<file path="config.mk">
export PLATFORM = sky130hd
export DESIGN_NAME = pl_link_master
export DESIGN_NICKNAME = d
export VERILOG_FILES = /design/src/verilog/pl_pkg.sv /design/src/verilog/pl_stream_if.sv /design/src/verilog/pl_fifo.sv /design/src/verilog/pl_link_master.sv
export VERILOG_INCLUDE_DIRS = /design/src /design/src/verilog
export SDC_FILE = /design/constraint.sdc
export NUM_CORES = 1
export LEC_CHECK = 0
export BUFFER_PORTS_ARGS = -buffer_cell sky130_fd_sc_hd__buf_2
export CORE_MARGIN = 1.5
export CORE_UTILIZATION = 60
export CTS_BUF_LIST = sky130_fd_sc_hd__clkbuf_16
export DETAILED_ROUTE_END_ITERATION = 8
export GPL_TIMING_DRIVEN = 0
export HOLD_SLACK_MARGIN = 0.1
export MAX_ROUTING_LAYER = met4
export PLACE_DENSITY = 0.87
export SLEW_MARGIN = 20
export SYNTH_ARGS = -nofsm -noshare
export SYNTH_HDL_FRONTEND = slang
export SYNTH_SLANG_ARGS = --single-unit
</file>
<file path="constraint.sdc">
create_clock -name clock -period 7.7 [get_ports clock]
set_clock_uncertainty 0.2 [all_clocks]
set_input_delay 1.54 -clock clock [delete_from_list [all_inputs] [get_ports clock]]
set_output_delay 1.54 -clock clock [all_outputs]
set_load 0.005 [all_outputs]
</file>
<file path="src/verilog/pl_defs.svh">
// constants for the point link master: rates, command codes, counts
// assumes inclusion by bare name from every file that needs them
`ifndef PL_DEFS_SVH
`define PL_DEFS_SVH

// ****************************************
// timing
// ****************************************
`define PL_SYS_HZ        50000000
`define PL_LINK_HZ       8000000
`define PL_HALF_CYC      (`PL_SYS_HZ / (2 * `PL_LINK_HZ))

// ****************************************
// command kinds
// ****************************************
`define PL_KIND_START    2'h0
`define PL_KIND_WRITE    2'h1
`define PL_KIND_READ     2'h2
`define PL_KIND_STOP     2'h3

// ****************************************
// byte framing and buffering
// ****************************************
`define PL_ACK_IDX       4'h8
`define PL_FIFO_DEPTH    16
`define PL_NO_DATA       8'h00

`endif

</file>
<file path="src/verilog/pl_pkg.sv">
// types shared by the point link master and its command buffer
// assumes nothing of its surroundings
package pl_pkg;

  typedef enum {
    PL_IDLE,
    PL_START,
    PL_HOLD,
    PL_BIT_LOW,
    PL_BIT_HIGH,
    PL_RS_LOW,
    PL_RS_HIGH,
    PL_STOP_LOW,
    PL_STOP_HIGH
  } pl_state_t;

  typedef logic [1:0] pl_kind_t;

  typedef struct packed {
    pl_kind_t   kind;
    logic [7:0] data;
  } pl_cmd_t;

endpackage

</file>
<file path="src/verilog/pl_stream_if.sv">
// valid/ready word stream between the link master and its buffer
// assumes both ends run on the same clock
`timescale 1ns/1ps

interface pl_stream_if #(
  parameter int WIDTH = 8
) ();
  logic             valid;
  logic             ready;
  logic [WIDTH-1:0] data;

  modport src (
    output valid,
    output data,
    input  ready
  );

  modport snk (
    input  valid,
    input  data,
    output ready
  );
endinterface
</file>
<file path="src/verilog/pl_fifo.sv">
// synchronous command fifo, first word fall through
// assumes one clock and a synchronous active high reset
`timescale 1ns/1ps
`include "pl_defs.svh"

module pl_fifo #(
  parameter int WIDTH = 10,
  parameter int DEPTH = `PL_FIFO_DEPTH
) (
  input wire logic clock,
  input wire logic reset,
  pl_stream_if.snk wr,
  pl_stream_if.src rd
);
  localparam int AW = $clog2(DEPTH);

  generate
    if (DEPTH < 2 || (1 << AW) != DEPTH)
    begin : g_bad_depth
      $error("pl_fifo depth must be a power of two, at least 2");
    end
  endgenerate

  logic [WIDTH-1:0] mem [DEPTH];
  logic [AW:0]      wp_q;
  logic [AW:0]      rp_q;

  wire full  = (wp_q[AW] != rp_q[AW]) && (wp_q[AW-1:0] == rp_q[AW-1:0]);
  wire empty = (wp_q == rp_q);
  wire push  = wr.valid && !full;
  wire pop   = rd.ready && !empty;

  assign wr.ready = !full;
  assign rd.valid = !empty;
  assign rd.data  = mem[rp_q[AW-1:0]];

  always_ff @(posedge clock)
  begin
    if (push)
    begin
      mem[wp_q[AW-1:0]] <= wr.data;
    end
  end

  always_ff @(posedge clock)
  begin
    if (reset)
    begin
      wp_q <= '0;
      rp_q <= '0;
    end
    else
    begin
      wp_q <= push ? wp_q + 1'b1 : wp_q;
      rp_q <= pop ? rp_q + 1'b1 : rp_q;
    end
  end
endmodule

</file>
<file path="src/verilog/pl_link_master.sv">
// point link master: turns buffered commands into framed link traffic
// assumes a 50 MHz clock, synchronous reset, link pins from outside
//
// Notes on behaviour
// [RQ1] The link joins exactly one master and one slave and roles never swap.
// [RQ2] The master makes the serial clock at a nominal 8 MHz.
// [RQ3] Data runs on two one-way lines, data out from master, data in back.
// [RQ4] Only the master drives the serial clock, and it always drives it.
// [RQ5] Only the slave drives the alert/stretch line, to ask for a read.
// [RQ6] A slave alert stays asserted until the master's next start.
// [RQ7] While stretch is low in a transfer, the clock holds its level.
// [RQ8] The shared line is an alert when idle and a stretch inside a frame.
// [RQ9] Transfers are framed with start, stop and repeated start as on SMBus.
// [RQ10] In SMBus mode data out is the two-way data line, clock is SCL.
// [RQ11] In normal mode every wire has one push-pull driver, no open drain.
// [RQ12] Bytes go msb first, then one ack bit from the receiver.
`timescale 1ns/1ps
`include "pl_defs.svh"

module pl_link_master #(
  parameter int HALF_CYC = `PL_HALF_CYC,
  parameter int DEPTH    = `PL_FIFO_DEPTH
) (
  input  wire logic       clock,
  input  wire logic       reset,
  input  wire logic       smbus_mode,
  input  wire logic       cmd_valid,
  input  wire logic [1:0] cmd_kind,
  input  wire logic [7:0] cmd_data,
  output wire logic       cmd_ready,
  output wire logic       rsp_valid,
  output wire logic [7:0] rsp_data,
  output wire logic       rsp_ack,
  output wire logic       rsp_err,
  output wire logic       slave_alert,
  output wire logic       link_busy,
  output wire logic       link_serial_clock,
  output wire logic       link_data_out,
  output wire logic       link_data_out_oe_n,
  input  wire logic       link_data_out_in,
  input  wire logic       link_data_in,
  input  wire logic       slave_alert_stretch
);
  localparam int CW = $bits(pl_pkg::pl_cmd_t);
  localparam int TW = $clog2(HALF_CYC + 1);

  generate
    if (HALF_CYC < 1)
    begin : g_bad_half
      $error("pl_link_master half period must be at least one cycle");
    end
  endgenerate

  // ****************************************
  // helpers
  // ****************************************
  // bit put on data out; a one also releases the line in smbus mode
  function automatic logic bit_out(
    input pl_pkg::pl_kind_t kind,
    input logic [3:0]       idx,
    input logic             dbit,
    input logic             nack
  );
    logic wr;
    wr = (kind == `PL_KIND_WRITE);
    if (idx == `PL_ACK_IDX)
      bit_out = wr ? 1'b1 : nack;                         // [RQ12]
    else
      bit_out = wr ? dbit : 1'b1;                         // [RQ12]
  endfunction

  function automatic logic [TW-1:0] half_load();
    half_load = TW'(HALF_CYC - 1);                        // [RQ2]
  endfunction

  // ****************************************
  // command buffer
  // ****************************************
  pl_stream_if #(.WIDTH(CW)) in_if ();
  pl_stream_if #(.WIDTH(CW)) out_if ();

  logic             pop;
  pl_pkg::pl_cmd_t  f_cmd;

  assign in_if.valid  = cmd_valid;
  assign in_if.data   = {cmd_kind, cmd_data};
  assign cmd_ready    = in_if.ready;
  assign out_if.ready = pop;
  assign f_cmd        = pl_pkg::pl_cmd_t'(out_if.data);

  pl_fifo #(
    .WIDTH (CW),
    .DEPTH (DEPTH)
  ) u_fifo (
    .clock (clock),
    .reset (reset),
    .wr    (in_if),
    .rd    (out_if)
  );

  // ****************************************
  // pin synchronisers
  // ****************************************
  // order: alert/stretch, data in, data out read back
  logic [2:0] s1_q;
  logic [2:0] s2_q;

  always_ff @(posedge clock)
  begin
    if (reset)
    begin
      s1_q <= 3'h7;
      s2_q <= 3'h7;
    end
    else
    begin
      s1_q <= {slave_alert_stretch, link_data_in, link_data_out_in};
      s2_q <= s1_q;
    end
  end

  // ****************************************
  // state
  // ****************************************
  pl_pkg::pl_state_t state_q, state_d;
  logic [TW-1:0]     tmr_q, tmr_d;
  logic [3:0]        cnt_q, cnt_d;
  logic [7:0]        shift_q, shift_d;
  pl_pkg::pl_kind_t  kind_q, kind_d;
  logic              nack_q, nack_d;
  logic              scl_q, scl_d;
  logic              sda_q, sda_d;
  logic              mode_q;
  logic              dout_q;
  logic              oe_n_q;
  logic              alert_q;
  logic              rsp_valid_q, rsp_valid_d;
  logic [7:0]        rsp_data_q, rsp_data_d;
  logic              rsp_ack_q, rsp_ack_d;
  logic              rsp_err_q, rsp_err_d;

  wire stretch_s = s2_q[2];
  wire in_xfer  = (state_q != pl_pkg::PL_IDLE);
  wire halt     = in_xfer && !stretch_s;                  // [RQ7] [RQ8]
  wire done     = (tmr_q == '0) && !halt;                 // [RQ7]
  wire rd_line  = mode_q ? s2_q[0] : s2_q[1];             // [RQ3] [RQ10]
  wire f_valid  = out_if.valid;
  wire f_write  = (f_cmd.kind == `PL_KIND_WRITE);
  wire k_read   = (kind_q == `PL_KIND_READ);
  wire [7:0] shift_in = {shift_q[6:0], rd_line};          // [RQ12]
  wire [3:0] cnt_inc  = cnt_q + 4'h1;

  always_comb
  begin
    state_d     = state_q;
    tmr_d       = (tmr_q != '0 && !halt) ? TW'(tmr_q - 1'b1) : tmr_q;
    cnt_d       = cnt_q;
    shift_d     = shift_q;
    kind_d      = kind_q;
    nack_d      = nack_q;
    scl_d       = scl_q;
    sda_d       = sda_q;
    rsp_valid_d = 1'b0;
    rsp_data_d  = rsp_data_q;
    rsp_ack_d   = rsp_ack_q;
    rsp_err_d   = rsp_err_q;
    pop         = 1'b0;
    case (state_q)
      pl_pkg::PL_IDLE:
      begin
        scl_d = 1'b1;                                     // [RQ4]
        sda_d = 1'b1;
        if (f_valid)
        begin
          pop = 1'b1;
          if (f_cmd.kind == `PL_KIND_START)
          begin
            sda_d   = 1'b0;                               // [RQ9]
            tmr_d   = half_load();
            state_d = pl_pkg::PL_START;
          end
          else if (f_cmd.kind != `PL_KIND_STOP)
          begin
            // a byte outside a frame cannot be sent
            rsp_valid_d = 1'b1;
            rsp_err_d   = 1'b1;
            rsp_ack_d   = 1'b0;
            rsp_data_d  = `PL_NO_DATA;
          end
        end
      end
      pl_pkg::PL_HOLD:
      begin
        if (f_valid && !halt)
        begin
          pop   = 1'b1;
          tmr_d = half_load();
          case (f_cmd.kind)
            `PL_KIND_START:
            begin
              sda_d   = 1'b1;                             // [RQ9]
              state_d = pl_pkg::PL_RS_LOW;
            end
            `PL_KIND_STOP:
            begin
              sda_d   = 1'b0;                             // [RQ9]
              state_d = pl_pkg::PL_STOP_LOW;
            end
            default:
            begin
              kind_d  = f_cmd.kind;
              nack_d  = f_cmd.data[0];
              shift_d = f_write ? f_cmd.data : `PL_NO_DATA;
              cnt_d   = 4'h0;
              sda_d   = bit_out(f_cmd.kind, 4'h0, f_cmd.data[7],
                                f_cmd.data[0]);           // [RQ12]
              state_d = pl_pkg::PL_BIT_LOW;
            end
          endcase
        end
      end
      pl_pkg::PL_START:
      begin
        if (done)
        begin
          scl_d   = 1'b0;
          state_d = pl_pkg::PL_HOLD;
        end
      end
      pl_pkg::PL_BIT_LOW:
      begin
        if (done)
        begin
          scl_d   = 1'b1;                                 // [RQ2]
          tmr_d   = half_load();
          state_d = pl_pkg::PL_BIT_HIGH;
        end
      end
      pl_pkg::PL_BIT_HIGH:
      begin
        if (done)
        begin
          scl_d = 1'b0;
          tmr_d = half_load();
          if (cnt_q == `PL_ACK_IDX)
          begin
            // read data is complete here, the ack bit adds nothing
            rsp_valid_d = 1'b1;
            rsp_err_d   = 1'b0;
            rsp_data_d  = k_read ? shift_q : `PL_NO_DATA;
            rsp_ack_d   = k_read ? !nack_q : !rd_line;    // [RQ12]
            state_d     = pl_pkg::PL_HOLD;
          end
          else
          begin
            shift_d = shift_in;
            cnt_d   = cnt_inc;
            sda_d   = bit_out(kind_q, cnt_inc, shift_q[6], nack_q);
            state_d = pl_pkg::PL_BIT_LOW;
          end
        end
      end
      pl_pkg::PL_RS_LOW:
      begin
        if (done)
        begin
          scl_d   = 1'b1;
          tmr_d   = half_load();
          state_d = pl_pkg::PL_RS_HIGH;
        end
      end
      pl_pkg::PL_RS_HIGH:
      begin
        if (done)
        begin
          sda_d   = 1'b0;                                 // [RQ9]
          tmr_d   = half_load();
          state_d = pl_pkg::PL_START;
        end
      end
      pl_pkg::PL_STOP_LOW:
      begin
        if (done)
        begin
          scl_d   = 1'b1;
          tmr_d   = half_load();
          state_d = pl_pkg::PL_STOP_HIGH;
        end
      end
      pl_pkg::PL_STOP_HIGH:
      begin
        if (done)
        begin
          sda_d   = 1'b1;                                 // [RQ9]
          state_d = pl_pkg::PL_IDLE;
        end
      end
      default:
      begin
        state_d = pl_pkg::PL_IDLE;
      end
    endcase
  end

  // ****************************************
  // registers
  // ****************************************
  always_ff @(posedge clock)
  begin
    if (reset)
    begin
      state_q <= pl_pkg::PL_IDLE;
      tmr_q   <= '0;
      cnt_q   <= 4'h0;
      shift_q <= `PL_NO_DATA;
      kind_q  <= `PL_KIND_START;
      nack_q  <= 1'b0;
      scl_q   <= 1'b1;
      sda_q   <= 1'b1;
    end
    else
    begin
      state_q <= state_d;
      tmr_q   <= tmr_d;
      cnt_q   <= cnt_d;
      shift_q <= shift_d;
      kind_q  <= kind_d;
      nack_q  <= nack_d;
      scl_q   <= scl_d;
      sda_q   <= sda_d;
    end
  end

  // mode is taken only while idle so a frame never changes signalling
  wire mode_d = in_xfer ? mode_q : smbus_mode;

  always_ff @(posedge clock)
  begin
    if (reset)
    begin
      mode_q <= 1'b0;
      dout_q <= 1'b1;
      oe_n_q <= 1'b0;
      alert_q <= 1'b0;
    end
    else
    begin
      mode_q  <= mode_d;
      dout_q  <= sda_d & ~mode_d;                         // [RQ10] [RQ11]
      oe_n_q  <= sda_d & mode_d;                          // [RQ10] [RQ11]
      alert_q <= !in_xfer && !stretch_s;                  // [RQ5] [RQ8]
    end
  end

  always_ff @(posedge clock)
  begin
    if (reset)
    begin
      rsp_valid_q <= 1'b0;
      rsp_data_q  <= `PL_NO_DATA;
      rsp_ack_q   <= 1'b0;
      rsp_err_q   <= 1'b0;
    end
    else
    begin
      rsp_valid_q <= rsp_valid_d;
      rsp_data_q  <= rsp_data_d;
      rsp_ack_q   <= rsp_ack_d;
      rsp_err_q   <= rsp_err_d;
    end
  end

  // ****************************************
  // outputs
  // ****************************************
  // single fixed master: the clock pin is never released
  assign link_serial_clock  = scl_q;                      // [RQ1] [RQ4]
  assign link_data_out      = dout_q;                     // [RQ3]
  assign link_data_out_oe_n = oe_n_q;
  assign slave_alert        = alert_q;                    // [RQ6]
  assign link_busy          = in_xfer;
  assign rsp_valid          = rsp_valid_q;
  assign rsp_data           = rsp_data_q;
  assign rsp_ack            = rsp_ack_q;
  assign rsp_err            = rsp_err_q;
endmodule

</file>
After elaboration in Yosys (flattened, before gate mapping)
Memory sizes are Yosys's and may differ from the RTL's. A register that Yosys moved wholly into a read port is not among the register bits.
Index checks and enable logic that the tools add are counted.
Word-level totals
  register bits after elaboration: 82
  latch bits: 0
  RAM bits: 160
  memory bits (read-only): 0
  input port bits: 17
  output and inout port bits: 17
  logic and storage cells: 177
  memories: 1
Memory list
  u_fifo.mem: depth 16, width 10, rd ports 1, clocked after memory_dff 1, wr ports 1, line pl_fifo.sv:24  | logic [WIDTH-1:0] mem [DEPTH];
Cells by class
  add/sub/neg operators: 4
  multiply operators: 0
  div/mod/pow operators: 0
  magnitude comparators: 0
  equal/unequal tests: 35
  shift-type cells: 0
  multiplexer cells: 81
  bitwise operators: 4
  reduce and logical (&&, ||, !) cells: 32
Operator list (number)
  32-bit 2-to-1 mux: 10
  32-bit case mux with 9 select lines: 1
  32-bit by 3-bit equality test with 1-bit output, second input constant: 4
  8-bit 2-to-1 mux: 11
  32-bit by 2-bit equality test with 1-bit output, second input constant: 2
  1-bit 2-to-1 mux: 36
  32-bit by 1-bit equality test with 1-bit output, second input constant: 1
  32-bit by 4-bit equality test with 1-bit output, second input constant: 1
  32-bit zero test: 1
  2-bit inequality test, second input constant: 16
  8-bit case mux with 2 select lines: 2
  32-bit nonzero test: 1
  4-bit 2-to-1 mux: 6
  5-bit by 1-bit adder with 5-bit output, second input constant: 2
  2-bit 2-to-1 mux: 5
  1-bit case mux with 2 select lines: 5
  10-bit AND reduction: 1
  4-bit equality test, second input constant: 2
  1-bit logical AND: 8
  4-bit case mux with 2 select lines: 1
  1-bit zero test: 7
  2-bit case mux with 3 select lines: 1
  3-bit case mux with 2 select lines: 1
  3-bit AND reduction: 2
  other kinds (20): 29

Logic depth before layout (Yosys ltp)
Gate-level depths: netlist of the first run.
  depth in word-level cells: 9
  gate-level depth with buffers: 10
  depth with buffers taken out: 8

Cells and area by module
From an unflattened synthesis of the first run, not the netlist that was laid out.
Unflattened totals
  cells, all modules: 589
  area, all modules: 9292.7 µm²
Modules (own cells, without submodules)
  pl_fifo: times used 1, cells each 326, area each 7046.8 µm², sequential area each 5084.9 µm²
  pl_link_master: times used 1, cells each 263, area each 2245.9 µm², sequential area each 880.8 µm²

Worst setup path after synthesis of the first run
OpenSTA, ideal clock, no wires.
  path type: input -> register
  start: input cmd_valid
  end: memory u_fifo.mem[0][0] (enable)
  library setup time: 0.390 ns
  data arrival time: 2.781 ns
  required time: 7.110 ns
  setup slack: 4.329 ns
  stages: 3
  path buffers: 0
  cells stage by stage: a21boi_1 -> nand2_1 -> nor3_1
On the way
  longest elaborated chain between the ends: 3
RTL lines
  start, declared: line pl_link_master.sv:27  | input wire logic cmd_valid,
  1-bit logical AND: line pl_fifo.sv:30  | wire push = wr.valid && !full;
  1-bit 2-to-1 mux: line pl_fifo.sv:39  | if (push)
  1-bit 2-to-1 mux (not written as such): line pl_fifo.sv:41  | mem[wp_q[AW-1:0]] <= wr.data;
  end, declared: line pl_fifo.sv:24
No other way between the ends.

==> results.tsv, run 1 <==
metric	value	unit
post-cts-setup-buffers	0	
clk_latency	520	ps
place_ws	3740	ps
synthTopCellsByCount	edfxtp_1 (160), dfxtp_1 (58), mux4_2 (48)	
setup_viol	0	
crit_path_cell_trace	buf_2 > clkbuf_1 > mux4_2 > mux4_2 > inv_1 > ha_1 > nor2_1 > or2_2 > nor3_2 > a311oi_1	
syn_to_final_growth	13.2	%
cts_made_buffers	23	
grt_pass1_vias	5636	
root_buffer	clkbuf_16	
finalSetupTns	0	ps
gr-usage-met1	0.369	
min-delay-start	s1_q[1]	
drc_errors	0	
clock.fmax	0.250	GHz
finalCritPeriodShare	0.519	
peakVddDrop	0.337	mV
synth_edf_count	160	
ctsHoldBuffers	0	
antenna_cells	0	
end_kind	flip-flop	
cp.arrival	4170	ps
ant_nets	0	
powerDensity	332	nW/um2
critPathMaxStageDelay	670	ps
tightest_slew	1060	ps
path_delay_family	buffers and inverters	
nNetsFinal	685	
synthCells	594	
power_switching	0.00108	W
reg2reg_setup_slack	3700	ps
rsz0062_at_grt	no	
fillers	899	
yosys_warnings	0	
grt-ovfl-total	0	
setup_ws	3700	ps
async_flop_share	0	
die_area	16000	um2
finalWirelength	21800	um
core	14700	um2
clock_power_share	0.309	
yosysTopAreaCell	edfxtp_1	
wl_per_cell	25.5	um
leakage	3.41	nW
slew_headroom	0.293	
grt.busiest_layer	met2	
die_w	126	um
initial_utilization	0.621	
required	7880	ps
grt_max_degree	17	
status	finished clean	
drt-initial-drc-count	695	
seqPwrFrac	0.402	
seq_area_frac_synth	0.654	
io_pins	34	
synth_area_per_cell	15.4	um2
yosys_register_bits	218	
min_period	4000	ps
met3_usage	0.0506	
whs_path_depth	1	
drive_gt1_frac	0.255	
grt_pass1_wl	33700	um
hold_viol	0	
dr.pass1.iters	5	
htreeDepth	1	
maxCapViolCount	0	
hold_end	s2_q[1]	
critPathMostFrequentCell	mux4_2	
vias_per_cell	6.68	
yosysTopAreaCellShare	0.526	
synthTopCellsByArea	edfxtp_1 (53%), dfxtp_1 (13%), mux4_2 (12%), nor2_1 (1.9%), ha_1 (1.6%)	
synth_nets	623	
r2r-end	shift_q[5]	
clk_transition_reported_paths	60	ps
port_buffers	33	
gp_congestion	0.917	
globalRouteMet2Util	0.492	
synth_flop_cell	edfxtp_1	
die_h	126	um
cts_tree	yes	
cp-start-kind	flip-flop	
grt.total_usage	0.295	
synth.most_common_cell	edfxtp_1	
vias	5711	
ys_types	68	
critPathKind	reg2reg	
rows	44	
antenna_found_initial	0	
place.detailed.hpwl	13800	um
combPwrFrac	0.289	
critPathSlowestCell	clkbuf_1	
worst-path-buf-inv	3	
cts_resized	0	
intPower	0.00234	W
reg2reg_depth	10	
cts.sinks	218	
syn_area	9130	um2
hold_class	reg2reg	
slew_violations	0	
clock_path_buffers	3	
swShare	0.316	
crit_fanout	10	
## worst max-delay path by stage
stage | to | cells after the start | from
final | shift_q[5] | 10 | flip-flop
after global routing | shift_q[2] | 10 | flip-flop
after CTS | shift_q[5] | 10 | flip-flop
after detailed placement | shift_q[5] | 10 | flip-flop
after global placement | u_fifo.mem[0][6] | 4 | cmd_valid
after floorplan | u_fifo.mem[0][0] | 3 | cmd_valid
## cells by family (layout without fill, tap and decap cells)
| family | count (synthesis) | in the layout | share of synthesized area |
|---|---|---|---|
| xor gates and xnor gates | 12 | 12 | 0.0123 |
| buffers and inverters | 42 | 119 | 0.0210 |
| and+or+nand+nor | 153 | 153 | 0.0921 |
| muxes | 62 | 62 | 0.134 |
| adders and majority gates | 12 | 12 | 0.0164 |
| AOI/OAI and AO/OA | 95 | 95 | 0.0703 |
| DFF | 218 | 218 | 0.654 |
## metrics by stage
stage          area, um2  instances  total power (W)  hold slack, ps  utilization
3_5_place_dp        9610        815          0.00236             202        0.654
6_report           10300        855          0.00342             219        0.703
5_1_grt            10300        855          0.00356             222        0.703
3_3_place_gp        9520        811          0.00233             192        0.648
2_1_floorplan       9130        594          0.00212             189            -
4_1_cts            10300        855          0.00342             216        0.703
## worst register-to-register path, cell delays in order, from the launching register on
cell      delay (ps)
dfxtp_1          310
buf_2            190
clkbuf_1         670
mux4_2           430
mux4_2           550
inv_1            120
ha_1             280
nor2_1           110
or2_2            340
nor3_2           470
a311oi_1         180
## power groups by stage
stage / registers, W / clock network (W) / logic, W
floorplan: 0.00139 / 0 / 0.000727
global placement: 0.00140 / 0 / 0.000934
detailed placement: 0.00140 / 0 / 0.000965
CTS: 0.00138 / 0.00107 / 0.000976
global route: 0.00138 / 0.00111 / 0.00107
finish: 0.00138 / 0.00106 / 0.000990
## layer usage
| metal | up-vias | wire (um) |
|---|---|---|
| met4 | 0 | 869 |
| met1 | 2860 | 8220 |
| li1 | 2478 | - |
| met2 | 307 | 11100 |
| met5 | - | 0 |
| met3 | 66 | 1620 |
## cell usage in the layout (no fill, tap or decap), types with 4 or more instances in the layout
master	n
clkinv_1	5
mux2i_1	10
xnor2_1	8
or3_1	4
nand2b_1	4
edfxtp_1	160
a31oi_1	9
a21oi_1	29
or2_2	8
o21ai_0	6
nor2_1	34
nor2b_1	6
nand3_1	13
buf_6	4
nand4_1	14
nor3_2	7
ha_1	12
clkbuf_1	16
buf_2	45
nand2_1	24
inv_1	14
a311oi_1	8
o21ai_1	12
dfxtp_1	58
nor2_2	11
nor3_1	7
clkbuf_16	23
mux4_2	48
## layout make-up
cell class	instances	area [um2]	share of cell area
buffer	31	150	0.0145
inverter	11	41.3	0.00400
multi-input combinational	334	3020	0.292
clock buffer	23	576	0.0557
clock inverter	17	145	0.0141
sequential	218	5970	0.578
timing repair buffer	37	203	0.0196
tap	184	230	0.0223
## state kept, by name (all words and copies together) (netlist names), named ones only
name / cells
u_fifo.mem: 160
rsp_data: 8
shift_q: 8
u_fifo.rp_q: 5
u_fifo.wp_q: 5
cnt_q: 4
state_q: 4
s1_q: 3
s2_q: 3
kind_q: 2
tmr_q: 2
link_data_out: 1
link_data_out_oe_n: 1
link_serial_clock: 1
mode_q: 1
nack_q: 1
rsp_ack: 1
rsp_err: 1
rsp_valid: 1
sda_q: 1
slave_alert: 1
Power figures use the tool's default switching activity.
==> run 2: changes to the inputs <==
Clock period 7.7 ns to 4.05 ns, I/O delays scaled along.
==> run 2 against run 1 <==
Clock power grew 90%. Global-route usage is the same. Register-to-register slack lost 3400 ps. Worst setup slack lost 3400 ps. Sequential cell count is the same. Combinational power grew 90%. Highest routed layer unchanged. Cell area is essentially flat. Utilization is essentially flat. First-iteration DRC count shrank 3.0%. Clock-buffer cell count is the same.
==> results.tsv, run 2 (synthesis results as in run 1) <==
metric	value	unit	change
min_period	3730	ps	-266 ps
peakVddDrop	0.648	mV	+92%
critPathMaxStageDelay	570	ps	-100 ps
drive_gt1_frac	0.258		+0.00298
slew_headroom	0.299		+0.00548
powerDensity	630	nW/um2	+90%
drc_errors	0		unchanged
leakage	3.42	nW	+0.20%
power.total	0.00651	W	+90%
final_common_cell	edfxtp_1		
multi_input_area	3020	um2	unchanged
wl_per_cell	25.4	um	-0.47%
critPathMostFrequentCell	mux4_2		
nNetsFinal	685		unchanged
antenna_found_initial	0		unchanged
htreeDepth	1		unchanged
post-cts-setup-buffers	0		unchanged
status	finished clean		
fillers	903		+0.44%
finalSetupTns	0	ps	unchanged
initial_utilization	0.621		unchanged
ff_latch_area	5970	um2	unchanged
largest_reg_flops	160		unchanged
clock_path_buffers	3		unchanged
critPathKind	reg2reg		
port_buffers	33		unchanged
setup_viol	0		unchanged
slew_violations	0		unchanged
syn_to_final_growth	13.2	%	about the same
core	14700	um2	unchanged
grt_pass1_vias	5636		unchanged
tightest_slew	1050	ps	-8.19 ps
root_buffer	clkbuf_16		
finalCritPeriodShare	0.921		+0.402
gp_congestion	0.917		unchanged
crit_path_cell_trace	buf_2 > mux4_2 > mux4_2 > inv_1 > ha_1 > nor2_1 > or2_2 > nor3_2 > a311oi_1		
grt_pass1_wl	33700	um	unchanged
cp-start-kind	flip-flop		
clk_latency	520	ps	about the same
die_area	16000	um2	unchanged
cts_made_buffers	23		unchanged
maxCapViolCount	0		unchanged
cts_tree	yes		
vias_per_cell	6.69		+0.23%
cp.arrival	3900	ps	-270 ps
die_h	126	um	unchanged
drt-initial-drc-count	674		-3.0%
critPathSlowestCell	mux4_2		
finalWirelength	21700	um	-0.47%
hold_class	reg2reg		
grt.total_usage	0.295		unchanged
required	4220	ps	-3660 ps
cts.sinks	218		unchanged
rows	44		unchanged
most-common-layout-cells	edfxtp_1 (160), dfxtp_1 (58), mux4_2 (48)		
dr.pass1.iters	5		unchanged
crit_fanout	10		unchanged
ant_nets	0		unchanged
die_w	126	um	unchanged
grt_max_degree	17		unchanged
place.detailed.hpwl	13800	um	unchanged
io_pins	34		unchanged
hold_viol	0		unchanged
vias	5724		+0.23%
end_kind	flip-flop		
clock.fmax	0.268	GHz	+7.1%
grt-ovfl-total	0		unchanged
rsz0062_at_grt	no		
antenna_cells	0		unchanged
clk_transition_reported_paths	60	ps	about the same
-- run 2: where the power goes --
| part | switching, W | internal (W) |
|---|---|---|
| sequential | 0.0000849 | 0.00253 |
| combinational | 0.00112 | 0.000759 |
| clock | 0.000841 | 0.00116 |
-- run 2: routing by layer --
metal  up-vias  GRT usage  share of wire
met4         0      0.105          0.039
met2       328      0.492           0.51
li1       2473          -              -
met1      2859      0.369           0.37
met3        64     0.0506          0.078
met5         -          -              0
-- run 2: cell type report --
class,count,share of cell area
Clock buffer,23,0.0557
Clock inverter,17,0.0140
Timing Repair Buffer,37,0.0196
Tap cell,184,0.0223
Multi-Input combinational cell,334,0.292
Inverter,11,0.00400
Sequential cell,218,0.577
Buffer,31,0.0148
-- run 2: final timing paths --
| check | start | to | slack (ps) | cells past startpoint |
|---|---|---|---|---|
| max reg2reg | flip-flop | shift_q[2] | 320 | 9 |
| max | flip-flop | shift_q[2] | 320 | 9 |
| min reg2reg | s1_q[1] | s2_q[1] | 220 | 1 |
| min | s1_q[1] | s2_q[1] | 220 | 1 |
-- run 2: timing repair --
action | 4_1_cts | 5_1_grt
endpoints found under the hold margin | 0 | 0
hold buffers | 0 | 0
setup endpoints to repair | 0 | 15
gates resized for setup | 0 | 5
-- run 2: metrics by stage --
stage	hold slack [ps]	setup WS, ps	std cells	util	cell area (um2)
CTS	216	67.3	855	0.703	10300
detailed placement	202	88.1	815	0.654	9610
finish	218	319	855	0.703	10300
floorplan	189	840	594	-	9130
global placement	192	224	811	0.648	9520
global route	222	113	855	0.703	10300
-- run 2: critical path: cells and delay by family (launching register included) --
kind,cells,cell delay [ps]
AOI/OAI and AO/OA,1,170
adders and majority gates,1,280
buffers and inverters,2,570
DFF,1,360
muxes,2,1100
and+or+nand+nor,3,910
==> run 3: changes to the inputs <==
Settings changed: BUFFER_PORTS_ARGS -buffer_cell sky130_fd_sc_hd__buf_2 to not set, DONT_BUFFER_PORTS set to 1, PLACE_DENSITY 0.87 to 0.85.
==> run 3 against run 2 <==
Worst setup slack lost 76 ps. Cell area shrank 1.5%. Sequential power is essentially flat. Maximum frequency shrank 2.0%. Clock-buffer cell count is the same. Cell count shrank 3.6%.
==> results.tsv, run 3 (synthesis results as in run 1) <==
metric	value	unit	change
min_period	3810	ps	+75.6 ps
antenna_cells	0		unchanged
status	finished clean		
leakage	3.28	nW	-4.2%
wl_per_cell	25.7	um	+1.1%
die_w	126	um	unchanged
critPathKind	reg2reg		
vias_per_cell	6.74		+0.66%
clock_path_buffers	3		unchanged
end_kind	flip-flop		
initial_utilization	0.621		unchanged
crit_fanout	10		unchanged
slew_headroom	0.373		+0.0749
ctsHoldBuffers	0		unchanged
top_layer	met4		
cts.sinks	218		unchanged
slew_violations	0		unchanged
core	14700	um2	unchanged
ant_nets	0		unchanged
tightest_slew	939	ps	-109 ps
die_h	126	um	unchanged
grt_pass1_vias	5591		-0.80%
hold_end	u_fifo.mem[15][3]		
cts_resized	0		unchanged
grt-ovfl-total	0		unchanged
vias	5553		-3.0%
wl_met1	7780	um	-3.4%
reg2reg_setup_slack	240	ps	-80 ps
drt-initial-drc-count	608		-9.8%
reg2reg_depth	9		unchanged
io_pins	34		unchanged
largest_reg_flops	160		unchanged
dr.pass1.iters	5		unchanged
nNetsFinal	652		-4.8%
powerDensity	636	nW/um2	+0.95%
multi_input_area	3020	um2	about the same
peakVddDrop	0.398	mV	-39%
r2r-end	shift_q[5]		
port_buffers	0		-100%
setup_viol	0		unchanged
die_area	16000	um2	unchanged
finalWirelength	21200	um	-2.5%
clk_latency	520	ps	about the same
dr_wl_met2	11200	um	+0.35%
min-delay-start	cmd_data[3]		
drive_gt1_frac	0.220		-0.0375
antenna_found_initial	0		unchanged
grt_max_degree	17		unchanged
clk_transition_reported_paths	60	ps	about the same
place.detailed.hpwl	13400	um	-3.2%
final_common_cell	edfxtp_1		
required	4220	ps	about the same
cts_made_buffers	23		unchanged
post-cts-setup-buffers	0		unchanged
syn_to_final_growth	11.5	%	
routed-wl-met3	1460	um	-14%
whs_path_depth	0		-1
most-common-layout-cells	edfxtp_1 (160), dfxtp_1 (58), mux4_2 (48)		
finalCritPeriodShare	0.940		+0.0187
grt.total_usage	0.284		-0.0110
hold_viol	0		unchanged
post-route-util	0.693		-0.0104
rows	44		unchanged
gp_congestion	0.871		-5.0%
clock.fmax	0.263	GHz	-2.0%
rsz0062_at_grt	no		
htreeDepth	1		unchanged
maxCapViolCount	0		unchanged
finalSetupTns	0	ps	unchanged
fillers	904		+0.11%
cts_tree	yes		
cp-start-kind	flip-flop		
hold_class	in2reg		
root_buffer	clkbuf_16		
grt_pass1_wl	32600	um	-3.3%
ff_latch_area	5970	um2	unchanged
cp.arrival	3980	ps	+80 ps
drc_errors	0		unchanged
run 3: cell types whose count changed in the layout (fill, tap and decap cells not counted), moves of 2 or more:
cell,previous run,this run
clkinv_1,5,9
buf_2,45,12
buf_6,4,6
buf_4,3,1
inv_2,1,3
inv_1,14,12
run 3: routing by layer:
metal,track usage,up-vias
li1,-,2405
met1,0.342,2776
met2,0.488,305
met3,0.0439,67
met4,0.107,0
met5,-,-
run 3: layout make-up:
type / instances / area share
inverters: 11 / 0.00406
clock buffers: 23 / 0.0565
flip-flops and latches: 218 / 0.586
repair buffers: 4 / 0.00442
well taps: 184 / 0.0226
plain buffers: 31 / 0.0150
clock inverters: 19 / 0.0145
multi-input cells: 334 / 0.297
run 3: critical path, stage by stage (launching register included):
cell	delay (ps)
dfxtp_1	390
buf_2	420
mux4_2	590
mux4_2	550
inv_1	110
ha_1	290
nor2_1	100
or2_2	340
nor3_2	450
a311oi_1	200
run 3: metrics by stage:
stage / total power (W) / worst slack (ps) / hold slack, ps / cells / instance area (um2)
after floorplan: 0.00402 / 840 / 189 / 594 / 9130
after global placement: 0.00438 / 227 / 193 / 778 / 9360
after detailed placement: 0.00445 / 63.2 / 195 / 782 / 9450
after CTS: 0.00646 / 32.4 / 166 / 824 / 10200
after global routing: 0.00673 / 61.8 / 161 / 824 / 10200
final: 0.00647 / 243 / 179 / 824 / 10200
run 3: report_power, final:
group	switching [W]	internal, W
clock	0.000866	0.00117
combinational	0.00108	0.000733
sequential	0.0000909	0.00253
total	0.00204	0.00443
run 3: how the worst max path moves through the flow:
stage	start	to	slack [ps]	cells past startpoint
6_report	flip-flop	shift_q[5]	240	9
4_1_cts	flip-flop	shift_q[5]	30	10
2_1_floorplan	flip-flop	shift_q[5]	840	10
5_1_grt	flip-flop	shift_q[1]	60	9
3_5_place_dp	flip-flop	shift_q[5]	60	10
3_3_place_gp	flip-flop	shift_q[5]	230	10
